### config.mk
export PLATFORM = sky130hd
export DESIGN_NAME = power_event_wake_control
export DESIGN_NICKNAME = d
export VERILOG_FILES = /design/src/logic/pwr_event_pkg.sv /design/src/logic/pin_sync.sv /design/src/logic/power_event_wake_control.sv
export VERILOG_INCLUDE_DIRS = /design/src /design/src/logic
export SDC_FILE = /design/constraint.sdc
export NUM_CORES = 1
export LEC_CHECK = 0
export ABC_AREA = 1
export BUFFER_PORTS_ARGS = -buffer_cell sky130_fd_sc_hd__buf_2
export CORE_MARGIN = 5
export CORE_UTILIZATION = 40
export CTS_BUF_LIST = sky130_fd_sc_hd__clkbuf_4
export CTS_CLUSTER_SIZE = 12
export DETAILED_ROUTE_END_ITERATION = 10
export GPL_ROUTABILITY_DRIVEN = 0
export GPL_TIMING_DRIVEN = 0
export PLACE_DENSITY = 0.65
export SYNTH_ARGS = -nofsm -noshare
export SYNTH_HDL_FRONTEND = slang
export SYNTH_SLANG_ARGS = --single-unit
### constraint.sdc
create_clock -name core_clk -period 2.7 [get_ports core_clk]
set_input_delay 0.27 -clock core_clk [delete_from_list [all_inputs] [get_ports core_clk]]
set_output_delay 0.27 -clock core_clk [all_outputs]
set_load 0.01 [all_outputs]
### src/logic/pwr_event_map.svh
// Constants for the power-event and wake control block.
// Assumes inclusion by bare name from the package and design files.
`ifndef PWR_EVENT_MAP_SVH
`define PWR_EVENT_MAP_SVH

`define ADR_PEC          8'hD4
`define ADR_SWT          8'hD6
`define ADR_IRQ_STATUS   8'hE8
`define ADR_IRQ_CLEAR    8'hEC
`define ADR_IRQ_ENABLE   8'hF0
`define ADR_MODE_STATUS  8'hF4
`define ADR_GRR_READ     8'hF8

`define PEC_DELAY_EN     14
`define PEC_POLARITY     12
`define PEC_OUT_EN_HI    11
`define PEC_OUT_EN_LO    8
`define PEC_AUTO_WAKE    7
`define PEC_WAKE_NORMAL  6
`define PEC_IND_HI       5
`define PEC_IND_LO       2
`define PEC_MODE_HI      1
`define PEC_MODE_LO      0
`define PEC_RW_MASK      16'h5FC3

`define MODE_NORMAL      2'h0
`define MODE_ENERGY      2'h1
`define MODE_SOFT_PD     2'h2
`define MODE_SAVING      2'h3

`define EV_ENERGY        0
`define EV_LINK          1
`define EV_MAGIC         2
`define EV_FRAME         3

`define ISR_ENERGY_BIT   2
`define ISR_LINK_BIT     3

`define WAKE_TIME_DEF    8'h08
`define SLEEP_TIME_DEF   8'h0C
`define WAKE_UNIT_MS     16
`define SLEEP_UNIT_MS    1000
`define CLK_MHZ          200
`define READY_CYCLES     8'h10

`endif

### src/logic/pwr_event_pkg.sv
// Types for the power-event and wake control block.
// Assumes pwr_event_map.svh on the include path.
`include "pwr_event_map.svh"
package pwr_event_pkg;
	typedef enum logic [2:0] {
		ST_NORMAL = 3'h1,
		ST_LOW    = 3'h2,
		ST_WAKING = 3'h4
	} energy_state_t;

	typedef struct packed {
		logic       cyc;
		logic       stb;
		logic       we;
		logic [7:0] adr;
		logic [3:0] sel;
		logic [31:0] dat;
	} wb_req_t;

	typedef struct packed {
		logic        ack;
		logic [31:0] dat;
	} wb_rsp_t;

	typedef struct packed {
		logic [3:0] pulse;
	} wake_events_t;
endpackage

### src/logic/pin_sync.sv
// Three-stage synchroniser for an input from outside the clock domain.
// Assumes one clock; the output changes once stages two and three agree.
`timescale 1ns/1ps
module pin_sync (
	input  wire logic core_clk,
	input  wire logic reset,
	input  wire logic pin_in,
	output logic      level
);
	typedef struct packed {
		logic s1;
		logic s2;
		logic s3;
		logic lv;
	} sync_state_t;

	sync_state_t st_reg;
	sync_state_t st_next;

	always_comb begin
		st_next    = st_reg;
		st_next.s1 = pin_in;
		st_next.s2 = st_reg.s1;
		st_next.s3 = st_reg.s2;
		if (st_reg.s2 == st_reg.s3) begin
			st_next.lv = st_reg.s3;
		end
	end

	always_ff @(posedge core_clk) begin
		if (reset) begin
			st_reg <= '0;
		end else begin
			st_reg <= st_next;
		end
	end

	assign level = st_reg.lv;
endmodule

### src/logic/power_event_wake_control.sv
// Power-event control register, wake-event latching, wake output and energy-detect sequencing.
// Assumes event detectors give one-cycle pulses on core_clk and energy_present is an async level.
// Behaviour
// RL1: Delay-enable holds output until clocks ready.
// RL2: Delay off asserts at once; needs auto-wake.
// RL3: Polarity bit one high, zero low.
// RL4: Enables 11..8: frame, magic, link, energy.
// RL5: Only enabled events assert the output.
// RL6: Auto-wake leaves low power after wake time.
// RL7: Normal-power state allows receive and transmit.
// RL8: Wake-to-normal bit returns mode to normal.
// RL9: Indication field one-hot per event kind.
// RL10: Energy sets status bit 2, link bit 3.
// RL11: Indications clear on power-up or write-one.
// RL12: Cleared indications deassert the output.
// RL13: Mode 00 normal, 01 energy detect.
// RL14: 10 soft power-down, 11 saving; global read wakes. Code wakes soft power-down and energy-detect low only, not saving.
// RL15: Wake time eight bits, 16 ms units.
// RL16: Sleep time eight bits, 1 s units.
// RL17: Indications sticky; output held while enabled.
//
// The Wishbone slave port was left to the implementer.
`timescale 1ns/1ps
`include "pwr_event_map.svh"
module power_event_wake_control #(
	parameter int unsigned WAKE_UNIT_CYCLES  = `WAKE_UNIT_MS * `CLK_MHZ * 1000,
	parameter int unsigned SLEEP_UNIT_CYCLES = `SLEEP_UNIT_MS * `CLK_MHZ * 1000
) (
	input  wire logic                      core_clk,
	input  wire logic                      reset,
	input  wire logic                      power_up_reset,
	input  wire pwr_event_pkg::wb_req_t    wb_req,
	output pwr_event_pkg::wb_rsp_t         wb_rsp,
	input  wire pwr_event_pkg::wake_events_t wake_events,
	input  wire logic                      energy_present,
	input  wire logic                      clocks_ready,
	output logic                           wake_event_output,
	output logic                           rx_tx_enable,
	output logic                           low_power,
	output logic                           soft_power_down,
	output logic                           irq
);

	////////////////////////////////////////////////////////////////////////////
	typedef struct packed {
		logic [15:0]                  pec;
		logic [3:0]                   ind;
		logic [15:0]                  swt;
		logic [3:0]                   irq_stat;
		logic [3:0]                   irq_en;
		pwr_event_pkg::energy_state_t est;
		logic [31:0]                  unit_cnt;
		logic [7:0]                   unit_num;
		logic                         pd_wake;
		logic                         ack;
		logic [31:0]                  rdat;
		logic                         out_act;
	} state_t;

	state_t st_reg;
	state_t st_next;
	logic   energy_lv;

	pin_sync u_energy_sync (
		.core_clk (core_clk),
		.reset    (reset),
		.pin_in   (energy_present),
		.level    (energy_lv)
	);

	function automatic logic hit(input logic [7:0] adr, input logic [7:0] want);
		hit = adr == want;
	endfunction

	logic       access;
	logic       wr;
	logic [1:0] mode;
	logic       auto_wake;
	logic [3:0] new_ind;
	logic       delay_ok;

	assign access    = wb_req.cyc && wb_req.stb && !st_reg.ack;
	assign wr        = access && wb_req.we;
	assign mode      = st_reg.pec[`PEC_MODE_HI:`PEC_MODE_LO]; // RL13 RL14
	assign auto_wake = st_reg.pec[`PEC_AUTO_WAKE];
	assign new_ind   = wake_events.pulse; // RL9

	// Only the delayed path waits; it applies only with auto-wake set.
	assign delay_ok = !(st_reg.pec[`PEC_DELAY_EN] && auto_wake) || clocks_ready; // RL1 RL2

	////////////////////////////////////////////////////////////////////////////
	always_comb begin
		logic [3:0] clr;
		logic       run;
		logic [7:0] limit;
		clr      = 4'h0;
		run      = 1'b0;
		limit    = 8'h00;
		st_next  = st_reg;
		st_next.ack = access;
		st_next.rdat = 32'h0000_0000;

		if (access && !wb_req.we) begin
			unique case (1'b1)
				hit(wb_req.adr, `ADR_PEC):         st_next.rdat = {16'h0000, st_reg.pec[15:6], st_reg.ind,
					st_reg.pec[1:0]};
				hit(wb_req.adr, `ADR_SWT):         st_next.rdat = {16'h0000, st_reg.swt};
				hit(wb_req.adr, `ADR_IRQ_STATUS):  st_next.rdat = {28'h0000000, st_reg.irq_stat};
				hit(wb_req.adr, `ADR_IRQ_ENABLE):  st_next.rdat = {28'h0000000, st_reg.irq_en};
				hit(wb_req.adr, `ADR_MODE_STATUS): st_next.rdat = {29'h00000000, st_reg.est};
				hit(wb_req.adr, `ADR_GRR_READ):    st_next.pd_wake = 1'b1; // RL14
				default:                           st_next.rdat = 32'h0000_0000;
			endcase
		end

		if (wr && wb_req.sel[0] && wb_req.sel[1]) begin
			if (hit(wb_req.adr, `ADR_PEC)) begin
				st_next.pec = wb_req.dat[15:0] & `PEC_RW_MASK;
				clr = wb_req.dat[`PEC_IND_HI:`PEC_IND_LO]; // RL11
			end
			// Zero is not a legal time; such a write is ignored.
			if (hit(wb_req.adr, `ADR_SWT) && wb_req.dat[15:8] != 8'h00 && wb_req.dat[7:0] != 8'h00) begin
				st_next.swt = wb_req.dat[15:0]; // RL15 RL16
			end
		end
		if (wr && wb_req.sel[0]) begin
			if (hit(wb_req.adr, `ADR_IRQ_ENABLE)) begin
				st_next.irq_en = wb_req.dat[3:0];
			end
		end

		// Set wins over clear so an event in the clearing cycle is kept.
		st_next.ind = (st_reg.ind & ~clr) | new_ind; // RL17 RL11
		if (wr && wb_req.sel[0] && hit(wb_req.adr, `ADR_IRQ_CLEAR)) begin
			st_next.irq_stat = st_reg.irq_stat & ~wb_req.dat[3:0];
		end
		st_next.irq_stat[`ISR_ENERGY_BIT] = st_next.irq_stat[`ISR_ENERGY_BIT] | new_ind[`EV_ENERGY]; // RL10
		st_next.irq_stat[`ISR_LINK_BIT]   = st_next.irq_stat[`ISR_LINK_BIT] | new_ind[`EV_LINK]; // RL10
		st_next.irq_stat[0] = st_next.irq_stat[0] | new_ind[`EV_MAGIC];
		st_next.irq_stat[1] = st_next.irq_stat[1] | new_ind[`EV_FRAME];

		st_next.out_act = |(st_next.ind & st_reg.pec[`PEC_OUT_EN_HI:`PEC_OUT_EN_LO]); // RL4 RL5 RL12 RL17

		// Energy-detect sequencing between low and normal power.
		if (mode == `MODE_ENERGY) begin
			unique case (st_reg.est)
				pwr_event_pkg::ST_NORMAL: begin
					run   = !energy_lv;
					limit = st_reg.swt[7:0]; // RL16
					if (run && st_reg.unit_num == limit) begin
						st_next.est = pwr_event_pkg::ST_LOW;
						run = 1'b0;
					end
				end
				pwr_event_pkg::ST_LOW: begin
					if (st_reg.pd_wake) begin
						st_next.est = pwr_event_pkg::ST_NORMAL;
					end else if (energy_lv && auto_wake) begin // RL6
						st_next.est = pwr_event_pkg::ST_WAKING;
					end
				end
				pwr_event_pkg::ST_WAKING: begin
					run   = energy_lv;
					limit = st_reg.swt[15:8]; // RL15
					if (!energy_lv || !auto_wake) begin
						st_next.est = pwr_event_pkg::ST_LOW;
					end else if (st_reg.unit_num == limit) begin
						st_next.est = pwr_event_pkg::ST_NORMAL; // RL6 RL7
						run = 1'b0;
						if (st_reg.pec[`PEC_WAKE_NORMAL]) begin
							st_next.pec[`PEC_MODE_HI:`PEC_MODE_LO] = `MODE_NORMAL; // RL8
						end
					end
				end
			endcase
		end else begin
			st_next.est = pwr_event_pkg::ST_NORMAL;
		end
		if (mode == `MODE_SOFT_PD && st_reg.pd_wake) begin
			st_next.pec[`PEC_MODE_HI:`PEC_MODE_LO] = `MODE_NORMAL; // RL14
		end
		if (st_reg.pd_wake) begin
			st_next.pd_wake = 1'b0;
		end

		// Units counted in cycles, then in programmed units.
		if (run && st_next.est == st_reg.est) begin
			if (st_reg.unit_cnt >= ((st_reg.est == pwr_event_pkg::ST_WAKING) ? WAKE_UNIT_CYCLES : SLEEP_UNIT_CYCLES) - 1)
				begin
				st_next.unit_cnt = 32'h0000_0000;
				st_next.unit_num = st_reg.unit_num + 8'h01;
			end else begin
				st_next.unit_cnt = st_reg.unit_cnt + 32'h0000_0001;
			end
		end else begin
			st_next.unit_cnt = 32'h0000_0000;
			st_next.unit_num = 8'h00;
		end
	end

	////////////////////////////////////////////////////////////////////////////
	always_ff @(posedge core_clk) begin
		if (reset || power_up_reset) begin
			st_reg.pec      <= 16'h0000;
			st_reg.swt      <= {`WAKE_TIME_DEF, `SLEEP_TIME_DEF};
			st_reg.irq_stat <= 4'h0;
			st_reg.irq_en   <= 4'h0;
			st_reg.est      <= pwr_event_pkg::ST_NORMAL;
			st_reg.unit_cnt <= 32'h0000_0000;
			st_reg.unit_num <= 8'h00;
			st_reg.pd_wake  <= 1'b0;
			st_reg.ack      <= 1'b0;
			st_reg.rdat     <= 32'h0000_0000;
		end else begin
			st_reg.pec      <= st_next.pec;
			st_reg.swt      <= st_next.swt;
			st_reg.irq_stat <= st_next.irq_stat;
			st_reg.irq_en   <= st_next.irq_en;
			st_reg.est      <= st_next.est;
			st_reg.unit_cnt <= st_next.unit_cnt;
			st_reg.unit_num <= st_next.unit_num;
			st_reg.pd_wake  <= st_next.pd_wake;
			st_reg.ack      <= st_next.ack;
			st_reg.rdat     <= st_next.rdat;
		end
		// Indications survive the ordinary reset; of the two resets only power-up clears them.
		if (power_up_reset) begin
			st_reg.ind     <= 4'h0; // RL11
			st_reg.out_act <= 1'b0;
		end else begin
			st_reg.ind     <= st_next.ind;
			st_reg.out_act <= st_next.out_act;
		end
	end

	////////////////////////////////////////////////////////////////////////////
	logic active;
	assign active            = st_reg.out_act && delay_ok; // RL1 RL2
	assign wake_event_output = st_reg.pec[`PEC_POLARITY] ? active : !active; // RL3
	assign rx_tx_enable      = st_reg.est == pwr_event_pkg::ST_NORMAL && mode != `MODE_SOFT_PD; // RL7
	assign low_power         = st_reg.est != pwr_event_pkg::ST_NORMAL || mode == `MODE_SAVING;
	assign soft_power_down   = mode == `MODE_SOFT_PD; // RL14
	assign irq               = |(st_reg.irq_stat & st_reg.irq_en);
	assign wb_rsp.ack        = st_reg.ack;
	assign wb_rsp.dat        = st_reg.rdat;
endmodule

==> flow_summary.toml, run 1 <==
[timing]
worst_pin_slew_ns = 0.605
slew_violations = 0
finalClockSkew_ns = 0.0266
max-slew-margin-rel_pct = 59.4
setup-violations-final = 0
finalHoldWorstSlack_ns = 0.0451
hold_viol = 0
rsz0062_at_grt = "no"
fin_crit_sh_pct = 88.4
fmaxAchievable_ghz = 0.419
fin_crit_ns = 2.39

[setup_path]
cp-end-kind = "register"
regToRegSetupSlack_ns = 0.31
critPathLaunchType = "register"
worst-path-max-fanout = 10
path_class = "register to register"
worstPathRequired_ns = 3.12
arrival_ns = 2.81

[route]
drt_iter0_markers = 365
drc = 0
avgRoutedWirePerCell_um = 13.5
routed_wl_um = 13700
viasPerCell = 4.86
ant_nets = 0
dr.pass1.iters = 5
vias = 4922

[global_route]
grt_overflow = 0
grt.total_usage_pct = 16.8
grt_pass1_wl_um = 21700
grt_max_degree = 17
antenna_found_initial = 1
grt_pass1_vias = 4381

[floorplan]
io_pins = 94
core_area_um2 = 13200
start_util_pct = 40.8
die_y_um = 126
die-width_um = 126
row_count = 42
dieArea_um2 = 15900

[clocking]
clk_latency_ns = 0.49
clock_sinks = 104
cts_root_buffer = "clkbuf_4"
clkTransAtPathRegs_ns = 0.15
cts-htree-levels = 3
clk_path_buf_depth = 2
cts_made_buffers = 9
cts_tree = "done"

[power]
total_power_mw = 2.43
p_switching_mw = 0.631
comb_power_share_pct = 6.0
p_int_mw = 1.80
p_seq_share_pct = 63.8
clkPwrFrac_pct = 30.1
powerDensity_nw_per_um2 = 394
vdd_drop_max_v = 0.000212
leakagePower_nw = 2.48
p_sw_share_pct = 25.9

[finish]
largest_register_ff_count = 80
fillers = 1411
syn_to_final_growth_pct = 14.4
multiInputGateArea_um2 = 2670
final_nets = 900
regArea_um2 = 2080
drive_gt1_share_pct = 18.8

[run]
maxCapViolCount = 0

[yosys]
ys_top_cells_by_area = "dfxtp_1 39%, nand2_1 7.3%, inv_1 7.0%, nor2_1 5.4%, a21oi_1 5.3%"
ys_ff_latch = 104
seq_area_frac_synth_pct = 38.5
synth_area_um2 = 5400
syn_inst = 734
synth_top_area_share_pct = 38.5
synth.avg_cell_area_um2 = 7.36
yosysWarnings = 0
yosysTopAreaCell = "dfxtp_1"
synth_cell_types = 44

[hold_path]
hold_path_class = "input port to register"

[status]
outcome = "completed"

[placement]
dp_hpwl_um = 10600
io_buffers = 59
synthesized netlist by cell type, drive strengths merged:
cell type,count
nor3b,4
o22ai,9
or2,4
xor2,15
nor3,34
a211oi,6
a21oi,63
nand2,108
xnor2,9
o2111ai,1
dfxtp,104
clkbuf,6
o31ai,2
conb,1
nand4,29
a31oi,3
nor4,5
a311oi,1
inv,105
o211ai,4
nor2,87
buf,42
ha,13
a41oi,1
o21ai,43
nand3,33
nand3b,2
logic make-up after synthesis:
| kind of cell | share of synthesized area (%) |
|---|---|
| buffers and inverters | 13.6 |
| and+or+nand+nor | 26.9 |
| DFF | 38.5 |
| AOI/OAI and AO/OA | 14.0 |
| adders and majority gates | 3.01 |
| other | 0.0694 |
| xor gates and xnor gates | 3.89 |
per-stage QoR:
step / utilization [%] / setup slack [ns] / cells / cell area [um2] / TNS [ns]
CTS: 46.5 / 0.116 / 1010 / 6160 / 0
global route: 46.7 / 0.109 / 1013 / 6180 / 0
finish: 46.7 / 0.313 / 1013 / 6180 / 0
floorplan: - / 0.485 / 752 / 5470 / 0
detailed placement: 45.2 / -0.122 / 987 / 5990 / -1.89
global placement: 45.2 / -0.0954 / 987 / 5990 / -1.42
area by class of cell:
class | count | share of cell area (%)
clock buffers | 10 | 1.21
inverters | 105 | 6.38
well taps | 176 | 3.56
multi-input cells | 496 | 43.1
diodes | 1 | 0.0405
plain buffers | 48 | 5.50
repair buffers | 67 | 5.91
flip-flops and latches | 104 | 33.7
clock inverters | 6 | 0.567
routing by layer:
layer | part of all wire [%] | global-route usage, %
met1 | 48 | 23.4
met2 | 44 | 25.6
met3 | 5.8 | 2.96
met4 | 2.5 | 7.32
met5 | 0 | 0
worst paths after layout:
| kind | depth (start not counted) | endpoint | startpoint |
|---|---|---|---|
| max | 14 | st_reg[70] | st_reg[77] |
| min | 2 | u_energy_sync.st_reg[1] | reset |
| max reg2reg | 14 | st_reg[70] | st_reg[77] |
| min reg2reg | 2 | u_energy_sync.st_next[1] | u_energy_sync.st_next[2] |
timing repair:
item / 4_1_cts / 5_1_grt
hold buffers: 4 / 0
cloned: 0 / 1
setup endpoints to repair: 25 / 21
setup buffers: 3 / 1
pin swaps: 1 / 1
hold endpoints to repair: 6 / 0
gates resized for setup: 0 / 1
critical path: stages (launching register included):
cell and delay (ns):
dfxtp_2 0.41, inv_2 0.07, nor3_4 0.21, buf_4 0.19, ha_1 0.25, nand2_1 0.07, nand2_1 0.05, a21oi_1 0.12
nor2_1 0.05, o21ai_0 0.18, nand3_2 0.16, buf_4 0.21, nor2_1 0.17, nand2_1 0.07, nor2_1 0.10
placed cells by master (no fill, tap or decap), types with 13 or more instances in the layout:
cell type,synthesis,routed
inv_1,101,101
nand2_1,105,105
xor2_1,15,15
dfxtp_1,104,103
nor3_1,30,30
a21oi_1,57,57
ha_1,13,13
conb_1,1,19
buf_4,35,39
o21ai_0,39,39
nand3_1,31,31
nor2_1,78,78
buf_2,4,63
nand4_1,29,29
power groups by stage:
stage               registers [mW]  clock network [mW]  logic [mW]
floorplan                     1.58                   0      0.0773
global placement              1.59                   0       0.139
detailed placement            1.59                   0       0.139
CTS                           1.55               0.752       0.143
global route                  1.56               0.820       0.161
finish                        1.55               0.733       0.147
No activity file was read; power rests on OpenSTA's default activity.
==> run 2, diff against run 1 <==
ABC_CLOCK_PERIOD_IN_PS = 2060   (was not set)
PLACE_DENSITY = 0.68   (was 0.65)
clock period = 2.06 ns   (was 2.7 ns; I/O delays follow)
==> flow_summary.toml, run 2 (synthesis results as in run 1) <==
[status]
outcome = "complete, but fails checks"
violations = "setup timing"

[floorplan]
start_util_pct = 40.8
die_y_um = 126
dieArea_um2 = 15900
core_area_um2 = 13200
row_count = 42
io_pins = 94
die-width_um = 126

[timing]
worst_pin_slew_ns = 0.642
fmaxAchievable_ghz = 0.437
finalClockSkew_ns = 0.0268
hold_viol = 0
setup-violations-final = 37
fin_crit_ns = 2.29
fin_crit_sh_pct = 111
worst_slack_ns = -0.228
slew_violations = 0
max-slew-margin-rel_pct = 57.0
rsz0062_at_grt = "yes"

[setup_path]
arrival_ns = 2.68
worst-path-max-fanout = 7
worstPathRequired_ns = 2.45
cpMostUsedCell = "nand3_2"
critPathLaunchType = "register"
critPathBufInv = 3
crit_family = "simple AND/OR/NAND/NOR gates"
path_cells = "nor3_4 > inv_2 > ha_4 > nand2_4 > nor2_4 > nand4_1 > o21ai_2 > nand3_1 > nand3_2 > buf_6 > buf_8 > nand3_2 > nor3b_2"
crit_slowest_cell = "dfxtp_4"
path_class = "register to register"
cp-end-kind = "register"
slowest_delay_ns = 0.39

[global_route]
grt_pass1_vias = 4568
grt_pass1_wl_um = 22600
grt_overflow = 0
grt.total_usage_pct = 17.5
antenna_found_initial = 1
grt_max_degree = 19

[clocking]
clk_latency_ns = 0.49
cts_root_buffer = "clkbuf_4"
clock_sinks = 104
clk_path_buf_depth = 2
cts-htree-levels = 3
cts_made_buffers = 9
cts_tree = "done"
clkTransAtPathRegs_ns = 0.16

[route]
avgRoutedWirePerCell_um = 13.8
drt_iter0_markers = 461
vias = 5193
drc = 0
ant_nets = 0
viasPerCell = 4.99
dr.pass1.iters = 5
routed_wl_um = 14300

[finish]
fillers = 1297
fin_util_pct = 50.6
drive_gt1_share_pct = 24.3
largest_register_ff_count = 80
most-common-layout-cells = "101 x nand2_1, 101 x dfxtp_1, 100 x inv_1"
final_nets = 927
syn_to_final_growth_pct = 24.0
fin_cells = 1040

[power]
powerDensity_nw_per_um2 = 484
leakagePower_nw = 2.62
vdd_drop_max_v = 0.000375

[hold_path]
hold_path_class = "input port to register"

[placement]
io_buffers = 59
placed_cells = 987
dp_hpwl_um = 10600

[run]
maxCapViolCount = 0
run 2: changes by cell type in the layout (fill, tap and decap cells not counted), moves of 6 or more:
cell and change:
ha_1 -6, nor2_1 -11, buf_6 +6, nor3_2 +7
nor2_2 +7, dlygate4sd3_1 +13, nor3_1 -7, ha_4 +6
run 2: metrics by stage:
step           worst slack (ns)  hold WS [ns]  total power, mW  setup TNS (ns)  instance area (um2)
2_1_floorplan            -0.143         0.275             2.18           -3.10                 5480
3_3_place_gp             -0.756         0.398             2.26          -24.91                 5990
3_5_place_dp             -0.780         0.399             2.26          -25.87                 5990
4_1_cts                  -0.236       0.00267             3.26           -7.08                 6500
5_1_grt                  -0.387        0.0159             3.39          -12.35                 6700
6_report                 -0.228        0.0295             3.24           -6.53                 6700
run 2: area by class of cell:
cell class | count | area (um2) | share of cell area (%)
Clock buffer | 9 | 67.6 | 1.01
Timing Repair Buffer | 97 | 674 | 10.1
Sequential cell | 104 | 2090 | 31.2
Buffer | 46 | 329 | 4.91
Antenna cell | 1 | 2.50 | 0.0373
Multi-Input combinational cell | 495 | 2870 | 42.8
Inverter | 105 | 394 | 5.88
Clock inverter | 7 | 52.6 | 0.784
Tap cell | 176 | 220 | 3.29
run 2: worst min-delay path, cell delays in order:
cell and delay (ns):
buf_2 0.09, nand2_1 0.05, nor2_1 0.05, inv_1 0.06, nor2_1 0.04
run 2: layer usage:
| layer | wire [um] | part of all wire (%) | track usage (%) | up-vias |
|---|---|---|---|---|
| met5 | 0 | 0 | 0 | - |
| met1 | 6860 | 48 | 25.8 | 2369 |
| li1 | - | - | - | 2632 |
| met4 | 200 | 1.4 | 5.49 | 0 |
| met2 | 6310 | 44 | 25.6 | 178 |
| met3 | 941 | 6.6 | 3.34 | 14 |
run 2: path summary, 6_finish.rpt:
path	startpoint	end	slack (ns)	depth (start not counted)
setup reg to reg	st_reg[75]	st_reg[37]	-0.23	13
hold / removal	wb_req[45]	wb_rsp[32]	0.03	5
hold reg to reg	u_energy_sync.st_next[2]	u_energy_sync.st_next[1]	0.42	2
setup / recovery	st_reg[75]	st_reg[37]	-0.23	13
run 2: repair_timing:
| action | 4_1_cts | 5_1_grt |
|---|---|---|
| setup endpoints to repair | 37 | 47 |
| hold endpoints to repair | 20 | 1 |
| gates cloned | 3 | 0 |
| buffers inserted | 14 | 5 |
| pin swaps | 9 | 21 |
| hold buffers | 16 | 1 |
| resized for setup | 22 | 43 |
run 2: power by group:
part / internal [mW] / switching (mW) / total [mW]
registers: 2.02 / 0.00743 / 2.03
clock network: 0.260 / 0.727 / 0.986
logic: 0.0976 / 0.125 / 0.222
